File: config.mk
export PLATFORM = sky130hd
export DESIGN_NAME = clock_manager_control_regs
export DESIGN_NICKNAME = d
export VERILOG_FILES = /design/src/verilog/clkmgr_pkg.sv /design/src/verilog/duty_sel_if.sv /design/src/verilog/duty_decoder.sv /design/src/verilog/clock_manager_control_regs.sv
export SDC_FILE = /design/constraint.sdc
export NUM_CORES = 1
export LEC_CHECK = 0
export BUFFER_PORTS_ARGS = -buffer_cell sky130_fd_sc_hd__buf_2
export CAP_MARGIN = 10
export CORE_MARGIN = 2
export CORE_UTILIZATION = 35
export DETAILED_ROUTE_END_ITERATION = 12
export GPL_TIMING_DRIVEN = 0
export MAX_ROUTING_LAYER = met4
export PLACE_DENSITY = 0.62
export SYNTH_ARGS = -nofsm -noshare
export SYNTH_HDL_FRONTEND = slang
export SYNTH_SLANG_ARGS = --single-unit
File: constraint.sdc
create_clock -name clk_i -period 1.4 [get_ports clk_i]
set_clock_uncertainty 0.05 [all_clocks]
set_input_delay 0.07 -clock clk_i [delete_from_list [all_inputs] [get_ports clk_i]]
set_output_delay 0.07 -clock clk_i [all_outputs]
set_load 0.05 [all_outputs]
File: src/verilog/clkmgr_pkg.sv
// Constants shared by the clock manager control register block.
// Assumes an 8-bit register port with a 3-bit register index.
package clkmgr_pkg;

    localparam int          ADDR_W          = 3;
    localparam int          DATA_W          = 8;
    localparam int          NUM_DIV         = 3;

    // Register indices.
    localparam logic [2:0]  OFS_DIV_IN      = 3'h0;
    localparam logic [2:0]  OFS_DIV_FB      = 3'h1;
    localparam logic [2:0]  OFS_DIV_FIO     = 3'h2;
    localparam logic [2:0]  OFS_DUTY_1X     = 3'h4;
    localparam logic [2:0]  OFS_MODE        = 3'h5;
    localparam logic [2:0]  OFS_SRC         = 3'h6;
    localparam logic [2:0]  OFS_CTRL        = 3'h7;

    // Writable bits of each register; the rest are reserved.
    localparam logic [7:0]  DIV_MASK        = 8'h8f;
    localparam logic [7:0]  MODE_MASK       = 8'h15;
    localparam logic [7:0]  SRC_MASK        = 8'hf0;
    localparam logic [7:0]  CTRL_MASK       = 8'hc7;

    // Reset values.
    localparam logic [7:0]  DUTY_RST        = 8'h00;
    localparam logic [7:0]  MODE_RST        = 8'h00;
    localparam logic [7:0]  SRC_RST         = 8'h00;
    localparam logic [7:0]  CTRL_RST        = 8'h00;
    localparam logic [3:0]  DIV_VAL_RST     = 4'h0;

    // Field positions.
    localparam int          DIV_RST_BIT     = 7;
    localparam int          DIV_VAL_LSB     = 0;
    localparam int          MODE_PLL_BIT    = 0;
    localparam int          MODE_PDFB_BIT   = 2;
    localparam int          MODE_DBL_BIT    = 4;
    localparam int          SRC_FIO_LSB     = 4;
    localparam int          SRC_SYS_LSB     = 6;
    localparam int          CTRL_PWR_BIT    = 0;
    localparam int          CTRL_MRST_BIT   = 1;
    localparam int          CTRL_DRST_BIT   = 2;
    localparam int          CTRL_CFGEN_BIT  = 6;
    localparam int          CTRL_GSRBLK_BIT = 7;
    localparam int          DUTY_FLO_LSB    = 0;
    localparam int          DUTY_FHI_LSB    = 3;
    localparam int          DUTY_RNG_LSB    = 6;

    // Source codes.
    localparam logic [1:0]  SRC_BYPASS      = 2'h0;
    localparam logic [1:0]  SRC_LOOP        = 2'h1;
    localparam logic [1:0]  SRC_TAPPED      = 2'h2;
    localparam logic [1:0]  SRC_DIVIDED     = 2'h3;

    // Duty result is in 1/32 of the input period; one fine step is 3.125 %.
    localparam logic [5:0]  DUTY_STEP_ONE   = 6'h01;

endpackage : clkmgr_pkg

File: src/verilog/duty_sel_if.sv
// Carries the 1x duty/delay selection byte and its decoded value.
// Assumes both ends sit on the same clock.
`timescale 1ns/1ps
interface duty_sel_if;
    logic [7:0] sel;
    logic [5:0] value;
    modport host (output sel, input value);
    modport dec  (input sel, output value);
endinterface : duty_sel_if

File: src/verilog/duty_decoder.sv
// Decodes the 1x duty/delay byte into a count of 1/32 input periods.
// Assumes a stable selection byte from the register block; purely combinational.
`timescale 1ns/1ps
module duty_decoder
    import clkmgr_pkg::*;
(
    duty_sel_if.dec ds
);
    logic [1:0] range;
    logic [2:0] fine;

    always_comb begin
        range = ds.sel[DUTY_RNG_LSB +: 2];
        // Only one fine field counts; the other is a don't care.
        if (range[1]) begin
            fine = ds.sel[DUTY_FHI_LSB +: 3];
        end else begin
            fine = ds.sel[DUTY_FLO_LSB +: 3];
        end
        // Range weighs 8/32 (25 %), each fine step 1/32 (3.125 %).
        ds.value = {1'b0, range, 3'b000} + {3'b000, fine} + DUTY_STEP_ONE;
    end

endmodule : duty_decoder

File: src/verilog/clock_manager_control_regs.sv
// Control register set of the programmable clock manager.
// Assumes an 8-bit indexed register port shared by the configuration stream and
// user logic; done, global reset and lock arrive from other domains.
`timescale 1ns/1ps
module clock_manager_control_regs
    import clkmgr_pkg::*;
(
    input  wire logic                    clk_i,
    input  wire logic                    rstn_i,
    input  wire logic [ADDR_W-1:0]       reg_addr_i,
    input  wire logic [DATA_W-1:0]       reg_wdata_i,
    input  wire logic                    reg_wr_i,
    output logic      [DATA_W-1:0]       reg_rdata_o,
    input  wire logic                    config_done_i,
    input  wire logic                    global_set_reset_n_i,
    input  wire logic                    lock_raw_i,
    output logic      [5:0]              duty_1x_o,
    output logic                         pll_mode_o,
    output logic                         pd_feedback_delay_o,
    output logic                         dll_double_o,
    output logic      [1:0]              fast_io_src_o,
    output logic      [1:0]              sys_clk_src_o,
    output logic                         analog_power_o,
    output logic                         manager_reset_o,
    output logic                         dll_reset_o,
    output logic                         out_bus_oe_o,
    output logic                         lock_o,
    output logic      [NUM_DIV-1:0][3:0] div_ratio_o,
    output logic      [NUM_DIV-1:0]      div_reset_o
);

    logic [7:0]              duty_reg;
    logic [7:0]              mode_reg;
    logic [7:0]              src_reg;
    logic [7:0]              ctrl_reg;
    logic [NUM_DIV-1:0][3:0] div_val;
    logic [NUM_DIV-1:0]      div_rst;
    logic [1:0]              done_sync;
    logic [1:0]              gsr_sync;
    logic [1:0]              lock_sync;
    logic                    done_s;
    logic                    gsr_active;
    logic                    gsr_hit;
    logic                    run_ok;
    logic                    mgr_rst;
    logic [7:0]              next_rdata;
    duty_sel_if              dsel ();

    // Pins from other domains pass two flops before any use.
    always_ff @(posedge clk_i or negedge rstn_i) begin
        if (!rstn_i) begin
            done_sync <= 2'b00;
            gsr_sync  <= 2'b11;
            lock_sync <= 2'b00;
        end else begin
            done_sync <= {done_sync[0], config_done_i};
            gsr_sync  <= {gsr_sync[0], global_set_reset_n_i};
            lock_sync <= {lock_sync[0], lock_raw_i};
        end
    end

    assign done_s     = done_sync[1];
    assign gsr_active = ~gsr_sync[1];
    assign gsr_hit    = gsr_active & ~ctrl_reg[CTRL_GSRBLK_BIT];
    assign run_ok     = done_s | ctrl_reg[CTRL_CFGEN_BIT];
    assign mgr_rst    = ctrl_reg[CTRL_MRST_BIT] | gsr_hit;

    // The byte is written as a whole; software picks which fine field counts.
    always_ff @(posedge clk_i or negedge rstn_i) begin
        if (!rstn_i) begin
            duty_reg <= DUTY_RST;
        end else if (reg_wr_i && reg_addr_i == OFS_DUTY_1X) begin
            duty_reg <= reg_wdata_i;
        end
    end

    always_ff @(posedge clk_i or negedge rstn_i) begin
        if (!rstn_i) begin
            mode_reg <= MODE_RST;
        end else if (reg_wr_i && reg_addr_i == OFS_MODE) begin
            mode_reg <= reg_wdata_i & MODE_MASK;
        end
    end

    // A write that asks for the reserved system source keeps the old code, so the
    // output never reaches an undefined selector setting.
    always_ff @(posedge clk_i or negedge rstn_i) begin
        if (!rstn_i) begin
            src_reg <= SRC_RST;
        end else if (reg_wr_i && reg_addr_i == OFS_SRC) begin
            src_reg[SRC_FIO_LSB +: 2] <= reg_wdata_i[SRC_FIO_LSB +: 2];
            if (reg_wdata_i[SRC_SYS_LSB +: 2] != SRC_DIVIDED) begin
                src_reg[SRC_SYS_LSB +: 2] <= reg_wdata_i[SRC_SYS_LSB +: 2];
            end
            src_reg[3:0] <= 4'h0;
        end
    end

    always_ff @(posedge clk_i or negedge rstn_i) begin
        if (!rstn_i) begin
            ctrl_reg <= CTRL_RST;
        end else if (reg_wr_i && reg_addr_i == OFS_CTRL) begin
            ctrl_reg <= reg_wdata_i & CTRL_MASK;
        end
    end

    // Dividers: the global reset returns them to default unless it is blocked.
    for (genvar g = 0; g < NUM_DIV; g++) begin : g_div
        always_ff @(posedge clk_i or negedge rstn_i) begin
            if (!rstn_i) begin
                div_val[g] <= DIV_VAL_RST;
                div_rst[g] <= 1'b0;
            end else if (gsr_hit) begin
                div_val[g] <= DIV_VAL_RST;
                div_rst[g] <= 1'b0;
            end else if (reg_wr_i && reg_addr_i == 3'(g)) begin
                div_val[g] <= reg_wdata_i[DIV_VAL_LSB +: 4];
                div_rst[g] <= reg_wdata_i[DIV_RST_BIT];
            end
        end

        // Values above 8 fold to modulo 8; 0 means bypass; 8 stays 8.
        always_ff @(posedge clk_i or negedge rstn_i) begin
            if (!rstn_i) begin
                div_ratio_o[g] <= DIV_VAL_RST;
                div_reset_o[g] <= 1'b0;
            end else begin
                if (div_val[g][3] && div_val[g][2:0] != 3'h0) begin
                    div_ratio_o[g] <= {1'b0, div_val[g][2:0]};
                end else begin
                    div_ratio_o[g] <= div_val[g];
                end
                div_reset_o[g] <= div_rst[g] | mgr_rst;
            end
        end
    end

    assign dsel.sel = duty_reg;

    duty_decoder u_duty (
        .ds (dsel)
    );

    always_ff @(posedge clk_i or negedge rstn_i) begin
        if (!rstn_i) begin
            duty_1x_o <= 6'h00;
        end else begin
            duty_1x_o <= dsel.value;
        end
    end

    // Mode outputs: a bit without effect in the current mode is forced inactive.
    always_ff @(posedge clk_i or negedge rstn_i) begin
        if (!rstn_i) begin
            pll_mode_o          <= 1'b0;
            pd_feedback_delay_o <= 1'b0;
            dll_double_o        <= 1'b0;
        end else begin
            pll_mode_o          <= mode_reg[MODE_PLL_BIT];
            pd_feedback_delay_o <= mode_reg[MODE_PDFB_BIT] & mode_reg[MODE_PLL_BIT];
            dll_double_o        <= mode_reg[MODE_DBL_BIT] & ~mode_reg[MODE_PLL_BIT];
        end
    end

    always_ff @(posedge clk_i or negedge rstn_i) begin
        if (!rstn_i) begin
            fast_io_src_o <= SRC_BYPASS;
            sys_clk_src_o <= SRC_BYPASS;
        end else begin
            fast_io_src_o <= src_reg[SRC_FIO_LSB +: 2];
            sys_clk_src_o <= src_reg[SRC_SYS_LSB +: 2];
        end
    end

    // Power, resets and configuration gating.
    always_ff @(posedge clk_i or negedge rstn_i) begin
        if (!rstn_i) begin
            analog_power_o  <= 1'b0;
            manager_reset_o <= 1'b0;
            dll_reset_o     <= 1'b0;
            out_bus_oe_o    <= 1'b0;
            lock_o          <= 1'b0;
        end else begin
            analog_power_o  <= ctrl_reg[CTRL_PWR_BIT] & run_ok;
            manager_reset_o <= mgr_rst;
            dll_reset_o     <= ctrl_reg[CTRL_DRST_BIT] | mgr_rst;
            out_bus_oe_o    <= run_ok;
            lock_o          <= lock_sync[1] & run_ok & ~mgr_rst;
        end
    end

    // Read-back: unmapped indices and reserved bits read as zero.
    always_comb begin
        next_rdata = 8'h00;
        case (reg_addr_i)
            OFS_DIV_IN:  next_rdata = {div_rst[0], 3'b000, div_val[0]};
            OFS_DIV_FB:  next_rdata = {div_rst[1], 3'b000, div_val[1]};
            OFS_DIV_FIO: next_rdata = {div_rst[2], 3'b000, div_val[2]};
            OFS_DUTY_1X: next_rdata = duty_reg;
            OFS_MODE:    next_rdata = mode_reg & MODE_MASK;
            OFS_SRC:     next_rdata = src_reg & SRC_MASK;
            OFS_CTRL:    next_rdata = ctrl_reg & CTRL_MASK;
            default:     next_rdata = 8'h00;
        endcase
    end

    always_ff @(posedge clk_i or negedge rstn_i) begin
        if (!rstn_i) begin
            reg_rdata_o <= 8'h00;
        end else begin
            reg_rdata_o <= next_rdata;
        end
    end

    chk_duty_low_sel: assert property (@(posedge clk_i) disable iff (!rstn_i)
        !duty_reg[7] |=> duty_1x_o == {1'b0, $past(duty_reg[7:6]), 3'b000} + {3'b000, $past(duty_reg[2:0])} + 6'h01)
        else $error("Low duty selection decoded wrongly.");

    chk_duty_high_sel: assert property (@(posedge clk_i) disable iff (!rstn_i)
        duty_reg[7] |=> duty_1x_o == {1'b0, $past(duty_reg[7:6]), 3'b000} + {3'b000, $past(duty_reg[5:3])} + 6'h01)
        else $error("High duty selection decoded wrongly.");

    chk_duty_band: assert property (@(posedge clk_i) disable iff (!rstn_i)
        $stable(duty_reg) |=> (duty_1x_o > {1'b0, $past(duty_reg[7:6]), 3'b000})
                              && (duty_1x_o <= {1'b0, $past(duty_reg[7:6]), 3'b000} + 6'h08))
        else $error("Duty result outside its band.");

    chk_fine_ignored: assert property (@(posedge clk_i) disable iff (!rstn_i)
        $past(rstn_i) && (duty_reg[7] ? $stable(duty_reg[7:3]) : $stable(duty_reg[7:6]) && $stable(duty_reg[2:0]))
        |=> $stable(duty_1x_o))
        else $error("Unselected fine field changed the duty result.");

    chk_mode_write: assert property (@(posedge clk_i) disable iff (!rstn_i)
        (reg_wr_i && reg_addr_i == OFS_MODE) |=> ##1 pll_mode_o == $past(reg_wdata_i[0], 2))
        else $error("Mode write did not reach the loop select.");

    chk_pd_feedback: assert property (@(posedge clk_i) disable iff (!rstn_i)
        !pll_mode_o |-> !pd_feedback_delay_o)
        else $error("Detector feedback select active in delay mode.");

    chk_double_out: assert property (@(posedge clk_i) disable iff (!rstn_i)
        pll_mode_o |-> !dll_double_o)
        else $error("Doubled output active in phase mode.");

    chk_sys_reserved: assert property (@(posedge clk_i) disable iff (!rstn_i)
        sys_clk_src_o != SRC_DIVIDED)
        else $error("Reserved system clock source selected.");

    chk_power_gate: assert property (@(posedge clk_i) disable iff (!rstn_i)
        (!done_s && !ctrl_reg[CTRL_CFGEN_BIT]) |=> !analog_power_o && !out_bus_oe_o && !lock_o)
        else $error("Manager active during configuration.");

    chk_supply_off: assert property (@(posedge clk_i) disable iff (!rstn_i)
        !ctrl_reg[CTRL_PWR_BIT] |=> !analog_power_o)
        else $error("Analog supply on with switch off.");

    chk_manager_reset: assert property (@(posedge clk_i) disable iff (!rstn_i)
        ctrl_reg[CTRL_MRST_BIT] |=> manager_reset_o && dll_reset_o && (&div_reset_o))
        else $error("Manager reset did not reach all logic.");

    chk_gsr_blocked: assert property (@(posedge clk_i) disable iff (!rstn_i)
        (ctrl_reg[CTRL_GSRBLK_BIT] && !ctrl_reg[CTRL_MRST_BIT]) |=> !manager_reset_o)
        else $error("Blocked global reset reached the manager.");

    chk_reserved_zero: assert property (@(posedge clk_i) disable iff (!rstn_i)
        (mode_reg & ~MODE_MASK) == 8'h00 && (ctrl_reg & ~CTRL_MASK) == 8'h00 && src_reg[3:0] == 4'h0)
        else $error("Reserved bits hold a nonzero value.");

    chk_pd_feedback_pass: assert property (@(posedge clk_i) disable iff (!rstn_i)
        mode_reg[MODE_PLL_BIT] |=> pd_feedback_delay_o == $past(mode_reg[MODE_PDFB_BIT]))
        else $error("Detector feedback select lost in phase mode.");

    chk_double_pass: assert property (@(posedge clk_i) disable iff (!rstn_i)
        !mode_reg[MODE_PLL_BIT] |=> dll_double_o == $past(mode_reg[MODE_DBL_BIT]))
        else $error("Doubled output select lost in delay mode.");

    chk_fio_src_write: assert property (@(posedge clk_i) disable iff (!rstn_i)
        (reg_wr_i && reg_addr_i == OFS_SRC) |=> ##1 fast_io_src_o == $past(reg_wdata_i[SRC_FIO_LSB +: 2], 2))
        else $error("Fast clock source write did not reach the output.");

    chk_sys_src_keep: assert property (@(posedge clk_i) disable iff (!rstn_i)
        (reg_wr_i && reg_addr_i == OFS_SRC && reg_wdata_i[SRC_SYS_LSB +: 2] == SRC_DIVIDED)
        |=> ##1 sys_clk_src_o == $past(src_reg[SRC_SYS_LSB +: 2], 2))
        else $error("Reserved system source write changed the output.");

    chk_power_follow: assert property (@(posedge clk_i) disable iff (!rstn_i)
        (ctrl_reg[CTRL_PWR_BIT] && run_ok) |=> analog_power_o)
        else $error("Analog supply off with switch on.");

    chk_dll_reset_on: assert property (@(posedge clk_i) disable iff (!rstn_i)
        ctrl_reg[CTRL_DRST_BIT] |=> dll_reset_o)
        else $error("Delay loop reset not driven.");

    chk_dll_only: assert property (@(posedge clk_i) disable iff (!rstn_i)
        (ctrl_reg[CTRL_DRST_BIT] && !mgr_rst) |=> !manager_reset_o && div_reset_o == $past(div_rst))
        else $error("Delay loop reset touched other logic.");

    chk_bus_oe_done: assert property (@(posedge clk_i) disable iff (!rstn_i)
        done_s |=> out_bus_oe_o)
        else $error("Output bus still off after configuration.");

    chk_run_config: assert property (@(posedge clk_i) disable iff (!rstn_i)
        ctrl_reg[CTRL_CFGEN_BIT] |=> out_bus_oe_o)
        else $error("Manager blocked during configuration though enabled.");

    chk_gsr_reaches: assert property (@(posedge clk_i) disable iff (!rstn_i)
        (gsr_active && !ctrl_reg[CTRL_GSRBLK_BIT]) |=> manager_reset_o)
        else $error("Unblocked global reset did not reach the manager.");

    chk_lock_reset: assert property (@(posedge clk_i) disable iff (!rstn_i)
        mgr_rst |=> !lock_o)
        else $error("Lock shown while the manager is held in reset.");

    chk_div_gsr_clear: assert property (@(posedge clk_i) disable iff (!rstn_i)
        gsr_hit |=> (div_val == '0) && (div_rst == '0))
        else $error("Global reset did not clear the dividers.");

    chk_div_own_reset: assert property (@(posedge clk_i) disable iff (!rstn_i)
        (reg_wr_i && reg_addr_i == OFS_DIV_IN && !gsr_hit) |=> div_rst[0] == $past(reg_wdata_i[DIV_RST_BIT]))
        else $error("Divider reset bit not written.");

    chk_readback_mode: assert property (@(posedge clk_i) disable iff (!rstn_i)
        (reg_addr_i == OFS_MODE) |=> (reg_rdata_o & ~MODE_MASK) == 8'h00)
        else $error("Reserved mode bits read back nonzero.");

    chk_readback_ctrl: assert property (@(posedge clk_i) disable iff (!rstn_i)
        (reg_addr_i == OFS_CTRL) |=> (reg_rdata_o & ~CTRL_MASK) == 8'h00)
        else $error("Reserved control bits read back nonzero.");

endmodule : clock_manager_control_regs

==> metrics.txt, run 1 <==
RSZ-0062 raised after global routing=yes; max cap viols=0; most common cell in the netlist=dfrtp_1; Worst-Margin Slew=about 0.54 ns; Slew Limit Fails=0; number of enable flip-flop cells after synthesis=0; Final setup violation count=0; clk root buf=clkbuf_8; Final period util=0.979; worst path required time=about 1.6 ns; Cell Area, Synth=between 0.003 and 0.004 sq mm; top cells by area, synth=dfrtp_1, mux2_2, mux2i_1; drt first-iter violations=a little over 50; CTS Buf Count=9; final RePlAce weighted congestion=roughly 0.8; number of synthesis warnings=0; fmax=between 700 and 800 MHz; Ant. Diodes=0; Max clock buf depth=2; Max FO, Critical Path=4; die width=approximately 100 um; via density per instance=around 4.8; Startpoint Class=register; min-delay worst type=primary input to register; GRT Residual Overflow=0; Boundary Pins=between 50 and 60; Layout area overhead=26.6%; Finished Layout Cells=between 400 and 500; Yosys cell types=40; fin area=about 0.0040 sq mm; post-synthesis sequential area ratio=0.653; initial antenna violation count=0; CTS tree=built; pin count of the biggest net entering global routing=46; wire length per cell=15.7 um; synthesized area per cell=14.1 sq um; Sink Count=82; Nets=between 300 and 400; Setup Slack @ Placement=-0.193 ns; register area=slightly above 0.002 sq mm; Core Rows=34; Area after DPL=0.00361 sq mm; CP Data Arrival Time=~1.5 ns; status=finished, final reports clean; Regs by FF count=div_ratio_o: 12 flops, div_val: 12 flops; top cell type's share of synthesized area=0.636; Tmin final=1.37 ns; area of the multi-input gates=0.00107 sq mm; worst-skew pair later-pin latency=between 0.3 and 0.4 ns; VDD IR max=approximately 0.62 mV; total wire length=6600 um; critical path class=register to register; P_leak=about 1.9 nW; Rel. slew slack=0.638; Primary FF master, synth=dfrtp_1; clock transition at the registers of the reported paths=0.08 ns; syn_nets=between 200 and 250; Core Util, Final=0.457; via count=2,036; final worst slack=a little under 0.03 ns; setup total negative slack=0 ns; Starting Density=0.361; Pwr Density=around 1600 mW/mm^2; Post-synth ARST share=1.00; total track usage=0.145; post-detail-place hpwl=between 4000 and 5000 um; global-route wire length before repair=roughly 11,000 um; first-pass detailed-route iteration total=4; Mapped Cells=between 200 and 250; #FFs+latches synth=82; Die Y=98.8 um; Hold Vio Cnt, Final=0; H-tree levels=3; DRC viols=0; share of cells above drive strength 1=0.404; Synth area leader=dfrtp_1; CP Capture Type=register; core footprint=approximately 0.0087 sq mm; number of global-route vias before repair=between 2k and 2.5k; Port Buffer Count=57; fillcell total=790; top cells by count, synth=dfrtp_1, mux2_2, mux2i_1, nor2_1, nand2_1; ANT nets after route=0; Die ar.=between 0.009 and 0.01 sq mm; placed cells=slightly below 400
-- routing by layer --
metal,vias to the layer above,track usage,wire length (um)
li1,960,-,-
met1,1025,0.185,2960
met2,44,0.224,3270
met3,7,0.0496,303
met4,0,0.0348,63
met5,-,-,0
-- per-stage QoR --
step	total power, mW	hold WS, ns
2_1_floorplan	4.12	-0.276
3_3_place_gp	4.54	0.131
3_5_place_dp	4.58	0.0182
4_1_cts	6.35	0.0109
5_1_grt	6.65	0.0314
6_report	6.35	0.0227
-- layout make-up --
type | count | area share
flip-flops and latches | 82 | 0.516
clock buffers | 13 | 0.0399
clock inverters | 3 | 0.0101
multi-input cells | 128 | 0.269
repair buffers | 73 | 0.113
inverters | 3 | 0.00283
plain buffers | 10 | 0.0148
well taps | 108 | 0.0339
-- path summary, 6_finish.rpt --
check	from	to	slack [ns]	depth (start not counted)
min in group asynchronous	rstn_i	manager_reset_o	0.17	2
max in group asynchronous	rstn_i	gsr_sync[1]	0.48	3
max reg2reg	dsel.sel[7]	duty_1x_o[4]	0.03	4
min reg2reg	lock_sync[0]	lock_sync[1]	0.29	0
min	reg_wdata_i[7]	src_reg[7]	0.02	2
max	dsel.sel[7]	duty_1x_o[4]	0.03	4
-- cells in the final DEF (no fill, tap or decap), types with 2 or more instances in the layout --
master / instances
xnor2_1: 2
inv_1: 3
mux2_2: 24
and3_1: 2
a21oi_1: 2
clkbuf_2: 2
dfstp_2: 2
clkbuf_8: 11
nor4b_1: 3
or2_2: 3
o21ai_0: 2
buf_2: 62
nor2_1: 21
and2_1: 3
nand4_1: 2
mux2i_1: 20
nand3_1: 5
nor2b_1: 3
clkbuf_1: 2
o22a_1: 2
clkinv_2: 2
dfrtp_1: 79
buf_4: 8
nand4b_1: 2
or3_1: 5
nand2_1: 8
dlygate4sd3_1: 9
-- power breakdown --
group | total, mW | internal [mW] | switching [mW] | leakage (nW)
combinational | 1.70 | 0.555 | 1.15 | 0.766
clock | 1.70 | 0.918 | 0.784 | 0.103
sequential | 2.95 | 2.73 | 0.217 | 1.03
-- critical path, stage by stage (launching register included) --
cell     delay (ns)
dfrtp_2        0.46
mux2_4         0.33
ha_4           0.18
a31oi_4        0.16
a41oi_2        0.06
-- what timing repair did --
action,4_1_cts,5_1_grt
setup endpoints to repair,12,2
gates resized for setup,3,6
pin swaps,1,2
buffers inserted,3,3
hold buffers,9,0
hold endpoints to repair,53,0
-- logic make-up after synthesis --
group           count (synthesis)  synth area share
compound gates                 15            0.0342
xor+xnor                        2           0.00557
fa+ha+maj                       1           0.00397
buf+inv                        14            0.0227
flops                          82             0.653
mux                            47             0.165
simple gates                   63             0.116
(Power assumes the default switching activity.)
==> run 2: changes to the inputs <==
RECOVER_POWER = 100   (was not set)
clock period = 1.22 ns   (was 1.4 ns; I/O delays follow)
==> metrics.txt, run 2 (synthesized netlist as in run 1, its figures left out) <==
global-route wire length before repair=10,800 um (+2.2%); status=finished, violations left; ANT nets after route=0 (unchanged); CP peak stage delay=0.47 ns (about the same); CP Data Arrival Time=1.52 ns (about the same); Final setup violation count=3 (+3); WHS Path Cells=2 (unchanged); number of global-route vias before repair=2,027 (-1.2%); placed cells=390 (unchanged); Startpoint Class=register; first-pass detailed-route iteration total=4 (unchanged); Reg2Reg Depth=2 (-2); Port Buffer Count=57 (unchanged); Boundary Pins=58 (unchanged); wire length per cell=16.0 um (+1.9%); P_leak=1.92 nW (+1.1%); core footprint=0.00872 sq mm (unchanged); total track usage=0.149 (+0.00434); share of cells above drive strength 1=0.420 (+0.0165); CP top delay family=multiplexers; critical path class=register to register; Worst-Margin Slew=0.920 ns (+0.380 ns); Hold Vio Cnt, Final=0 (unchanged); via count=2,012 (-1.2%); final RePlAce weighted congestion=0.871 (+7.6%); post-detail-place hpwl=4560 um (about the same); DRC viols=0 (unchanged); RSZ-0062 raised after global routing=yes; pin count of the biggest net entering global routing=49 (+6.5%); Reg2Reg Capture Point=reg_rdata_o[0]; CTS Buf Count=9 (unchanged); Die Y=98.8 um (unchanged); fmax=750 MHz (+2.8%); worst path required time=1.41 ns (-0.15 ns); CP Capture Type=register; Max clock buf depth=2 (unchanged); VDD IR max=0.607 mV (-2.2%); Buf+Inv Stages, Crit Path=0 (unchanged); Starting Density=0.361 (unchanged); worst hold slack=0.0167 ns (-0.00597 ns); die width=98.8 um (unchanged); Setup Slack @ Placement=-0.185 ns (+0.00865 ns); fillcell total=792 (+0.25%); failing checks=negative setup slack; max cap viols=0 (unchanged); clock transition at the registers of the reported paths=0.08 ns (about the same); Final period util=1.09 (+0.114); Ant. Diodes=0 (unchanged); most frequent cells in the layout=dfrtp_1, buf_2, mux2_2; Tmin final=1.33 ns (-0.0373 ns); Hold Startpoint=reg_wdata_i[1]; Core Util, Final=0.462 (+0.00559); H-tree levels=3 (unchanged); Regs by FF count=div_ratio_o: 12 flops, div_val: 12 flops; min-delay worst type=primary input to register; Metal-1 WL=3170 um (+7.2%); Critical Path Slowest Stage Cell=mux4_2; CTS tree=built; Layout area overhead=28.1%; Nets=327 (+0.62%); Max FO, Critical Path=3 (-1); worst-skew pair later-pin latency=0.35 ns (about the same); Rel. slew slack=0.387 (-0.252); via density per instance=4.77 (-1.6%); highest metal used=met4; total wire length=6750 um (+2.3%); Worst Hold End=ctrl_reg[1]; Total Power=7.74 mW (+22%); initial antenna violation count=0 (unchanged); metal3 WL=240 um (-21%); worst r2r src=dsel.sel[0]; final worst slack=-0.114 ns (-0.143 ns); clk root buf=clkbuf_8; crit path cell chain=mux4_2, mux2_4; Core Rows=34 (unchanged); DR WL met2=3220 um (-1.6%); Die ar.=0.00977 sq mm (unchanged); commonest non-fill, non-tap cell in the layout=dfrtp_1; drt first-iter violations=69 (+35%); Slew Limit Fails=0 (unchanged); Sink Count=82 (unchanged); GRT Residual Overflow=0 (unchanged); Pwr Density=1920 mW/mm^2 (+20%); Finished Layout Cells=422 (+0.48%); r2r setup slk=-0.11 ns (-0.14 ns)
==> run 2: worst reg2reg max path, cell delays in order, from the launching register on <==
cell	delay, ns
dfrtp_1	0.42
mux4_2	0.47
mux2_4	0.28
==> run 2: power by group <==
part,leakage [nW],internal [mW],switching [mW]
logic,0.764,0.651,1.30
registers,1.03,3.13,0.241
clock network,0.129,1.46,0.946
total,1.92,5.25,2.49
==> run 2: timing repair <==
action / in CTS / in global routing
hold buffers: 8 / 0
setup buffers: 4 / 5
pin swaps: 0 / 4
resized for setup: 7 / 6
hold endpoints to repair: 49 / 0
setup endpoints to repair: 18 / 12
==> run 2: area by class of cell <==
cell class	count	area (sq um)	share of cell area
clock inverter	5	100	0.0248
tap	108	135	0.0335
buffer	10	67.6	0.0168
inverter	3	11.3	0.00279
sequential	82	2060	0.510
clock buffer	11	151	0.0375
timing repair buffer	75	455	0.113
multi-input combinational	128	1050	0.262
==> run 2: worst max path at each step <==
stage	slack (ns)	endpoint	cells after the start	startpoint
4_1_cts	-0.16	duty_1x_o[4]	5	dsel.sel[7]
3_3_place_gp	-0.55	fast_io_src_o[1]	1	rstn_i
2_1_floorplan	-0.1	duty_1x_o[4]	5	dsel.sel[7]
6_report	-0.11	reg_rdata_o[0]	2	dsel.sel[0]
3_5_place_dp	-0.18	div_rst[2]	4	ctrl_reg[7]
5_1_grt	-0.16	duty_1x_o[4]	4	dsel.sel[7]
==> run 2: routing by layer <==
layer  vias up  GRT usage
met5         -          -
met4         0     0.0601
met3        10     0.0305
met2        48      0.222
met1      1001      0.202
li1        953          -
==> run 2: per-stage QoR <==
stage | setup TNS [ns] | cell area (sq um)
6_report | -0.312 | 4030
5_1_grt | -6.21 | 4030
4_1_cts | -0.415 | 4010
3_5_place_dp | -4.47 | 3620
3_3_place_gp | -47.99 | 3590
2_1_floorplan | -0.160 | 3170
==> run 3: changes to the inputs <==
BUFFER_PORTS_ARGS = -buffer_cell sky130_fd_sc_hd__buf_4   (was -buffer_cell sky130_fd_sc_hd__buf_2)
==> metrics.txt, run 3 (synthesized netlist as in run 1, its figures left out) <==
status=finished, violations left; failing checks=negative setup slack; Layout area overhead=32.0%; die width=98.8 um (unchanged); min-delay worst type=primary input to register; Die ar.=0.00977 sq mm (unchanged); Hold Vio Cnt, Final=0 (unchanged); post-detail-place hpwl=4430 um (-2.8%); total track usage=0.150 (+0.000411); CP peak stage delay=0.45 ns (-0.02 ns); critical path class=register to register; Area after DPL=0.00373 sq mm (+3.1%); Nets=328 (+0.31%); Worst-Margin Slew=0.718 ns (-0.202 ns); CP Data Arrival Time=1.54 ns (+0.02 ns); global-route wire length before repair=10,800 um (+0.25%); core footprint=0.00872 sq mm (unchanged); Boundary Pins=58 (unchanged); pin count of the biggest net entering global routing=83 (+69%); Finished Layout Cells=423 (+0.24%); worst path required time=1.39 ns (-0.02 ns); max cap viols=0 (unchanged); Max FO, Critical Path=4 (+1); Starting Density=0.361 (unchanged); DR WL met2=3180 um (-1.3%); RSZ-0062 raised after global routing=yes; Die Y=98.8 um (unchanged); CTS Buf Count=9 (unchanged); ANT nets after route=0 (unchanged); fmax=732 MHz (-2.4%); Max clock buf depth=2 (unchanged); Ant. Diodes=0 (unchanged); Startpoint Class=register; Critical Path Slowest Stage Cell=dfrtp_2; CTS tree=built; Tmin final=1.37 ns (+0.0328 ns); Regs by FF count=div_ratio_o: 12 flops, div_val: 12 flops; metal3 WL=255 um (+6.3%); clk root buf=clkbuf_8; Pwr Density=1810 mW/mm^2 (-5.9%); P_leak=1.93 nW (+0.29%); DRC viols=0 (unchanged); final worst slack=-0.147 ns (-0.0328 ns); most frequent cells in the layout=dfrtp_1, buf_4, mux2_2; Slew Limit Fails=0 (unchanged); Final setup violation count=4 (+1); Metal-1 WL=3080 um (-2.9%); GRT Residual Overflow=0 (unchanged); initial antenna violation count=0 (unchanged); worst-skew pair later-pin latency=0.35 ns (about the same); VDD IR max=0.756 mV (+24%); via density per instance=4.74 (-0.58%); Core Rows=34 (unchanged); fin area=0.00416 sq mm (+3.0%); Port Buffer Count=57 (unchanged); number of global-route vias before repair=2,009 (-0.89%); clock transition at the registers of the reported paths=0.08 ns (about the same); CP Capture Type=register; total wire length=6630 um (-1.8%); drt first-iter violations=123 (+78%); highest metal used=met4; final RePlAce weighted congestion=0.884 (+1.5%); crit path cell chain=mux2_4, ha_4, a31oi_4, a41oi_2; Rel. slew slack=0.521 (+0.134); via count=2,005 (-0.35%); placed cells=389 (-0.26%); first-pass detailed-route iteration total=4 (unchanged); Sink Count=82 (unchanged); wire length per cell=15.7 um (-2.0%); share of cells above drive strength 1=0.419 (-0.00133); H-tree levels=3 (unchanged); commonest non-fill, non-tap cell in the layout=dfrtp_1; Final period util=1.12 (+0.0269)
## run 3: changes by cell type in the layout (fill, tap and decap cells not counted), sizes merged
cell / before / now
dlygate4sd3: 8 / 12
bufinv: 3 / 1
clkbuf: 19 / 17
clkinvlp: 0 / 2
clkinv: 2 / 1
## run 3: worst max-delay path, delay by kind of cell (launching register included)
family,cells,cell delay (ns)
adder cells (fa/ha/maj),1,0.18
AO/OA/AOI/OAI,2,0.23
flip-flops,1,0.45
multiplexers,1,0.33
## run 3: cell type report
| cell class | count | area [sq um] |
|---|---|---|
| tap | 108 | 135 |
| clock buffer | 12 | 155 |
| timing repair buffer | 76 | 604 |
| inverter | 3 | 11.3 |
| clock inverter | 4 | 50.0 |
| fill | 763 | 4570 |
| multi-input combinational | 128 | 1080 |
| sequential | 82 | 2060 |
| buffer | 10 | 63.8 |
## run 3: path summary, 6_finish.rpt
path,startpoint,slack (ns),end,cells past startpoint
max in group asynchronous,rstn_i,0.34,dsel.sel[7],2
max,dsel.sel[7],-0.15,duty_1x_o[4],4
max reg2reg,dsel.sel[7],-0.15,duty_1x_o[4],4
min,reg_addr_i[2],0.07,div_rst[0],4
min reg2reg,lock_sync[0],0.30,lock_sync[1],0
min in group asynchronous,rstn_i,0.27,reg_rdata_o[1],2
## run 3: per-stage QoR
step | hold WS, ns | setup TNS [ns] | util | setup WS [ns] | total power [mW]
after CTS | 0.0631 | -0.398 | 0.470 | -0.152 | 7.51
final | 0.0732 | -0.496 | 0.476 | -0.147 | 7.51
after global routing | 0.0988 | -0.703 | 0.476 | -0.188 | 7.87
after global placement | 0.121 | -3.64 | 0.428 | -0.166 | 5.41
after floorplan | -0.285 | -0.160 | - | -0.0963 | 4.75
after detailed placement | 0.120 | -3.44 | 0.428 | -0.151 | 5.43
## run 3: repair_timing
item | CTS | global route
setup endpoints to repair | 19 | 88
pin swaps | 0 | 4
hold endpoints to repair | 116 | 0
hold buffers | 12 | 0
resized for setup | 3 | 13
setup buffers | 4 | 3
## run 3: report_power, final
part,leakage (nW),total (mW),internal [mW],switching (mW)
registers,1.03,3.41,3.14,0.273
clock network,0.0986,2.00,1.05,0.943
logic,0.799,2.10,0.798,1.30
## run 3: routing by layer
layer / GRT usage / vias up
met4: 0.0537 / 0
met3: 0.0362 / 10
met2: 0.223 / 44
met1: 0.201 / 986
li1: - / 965
met5: - / -
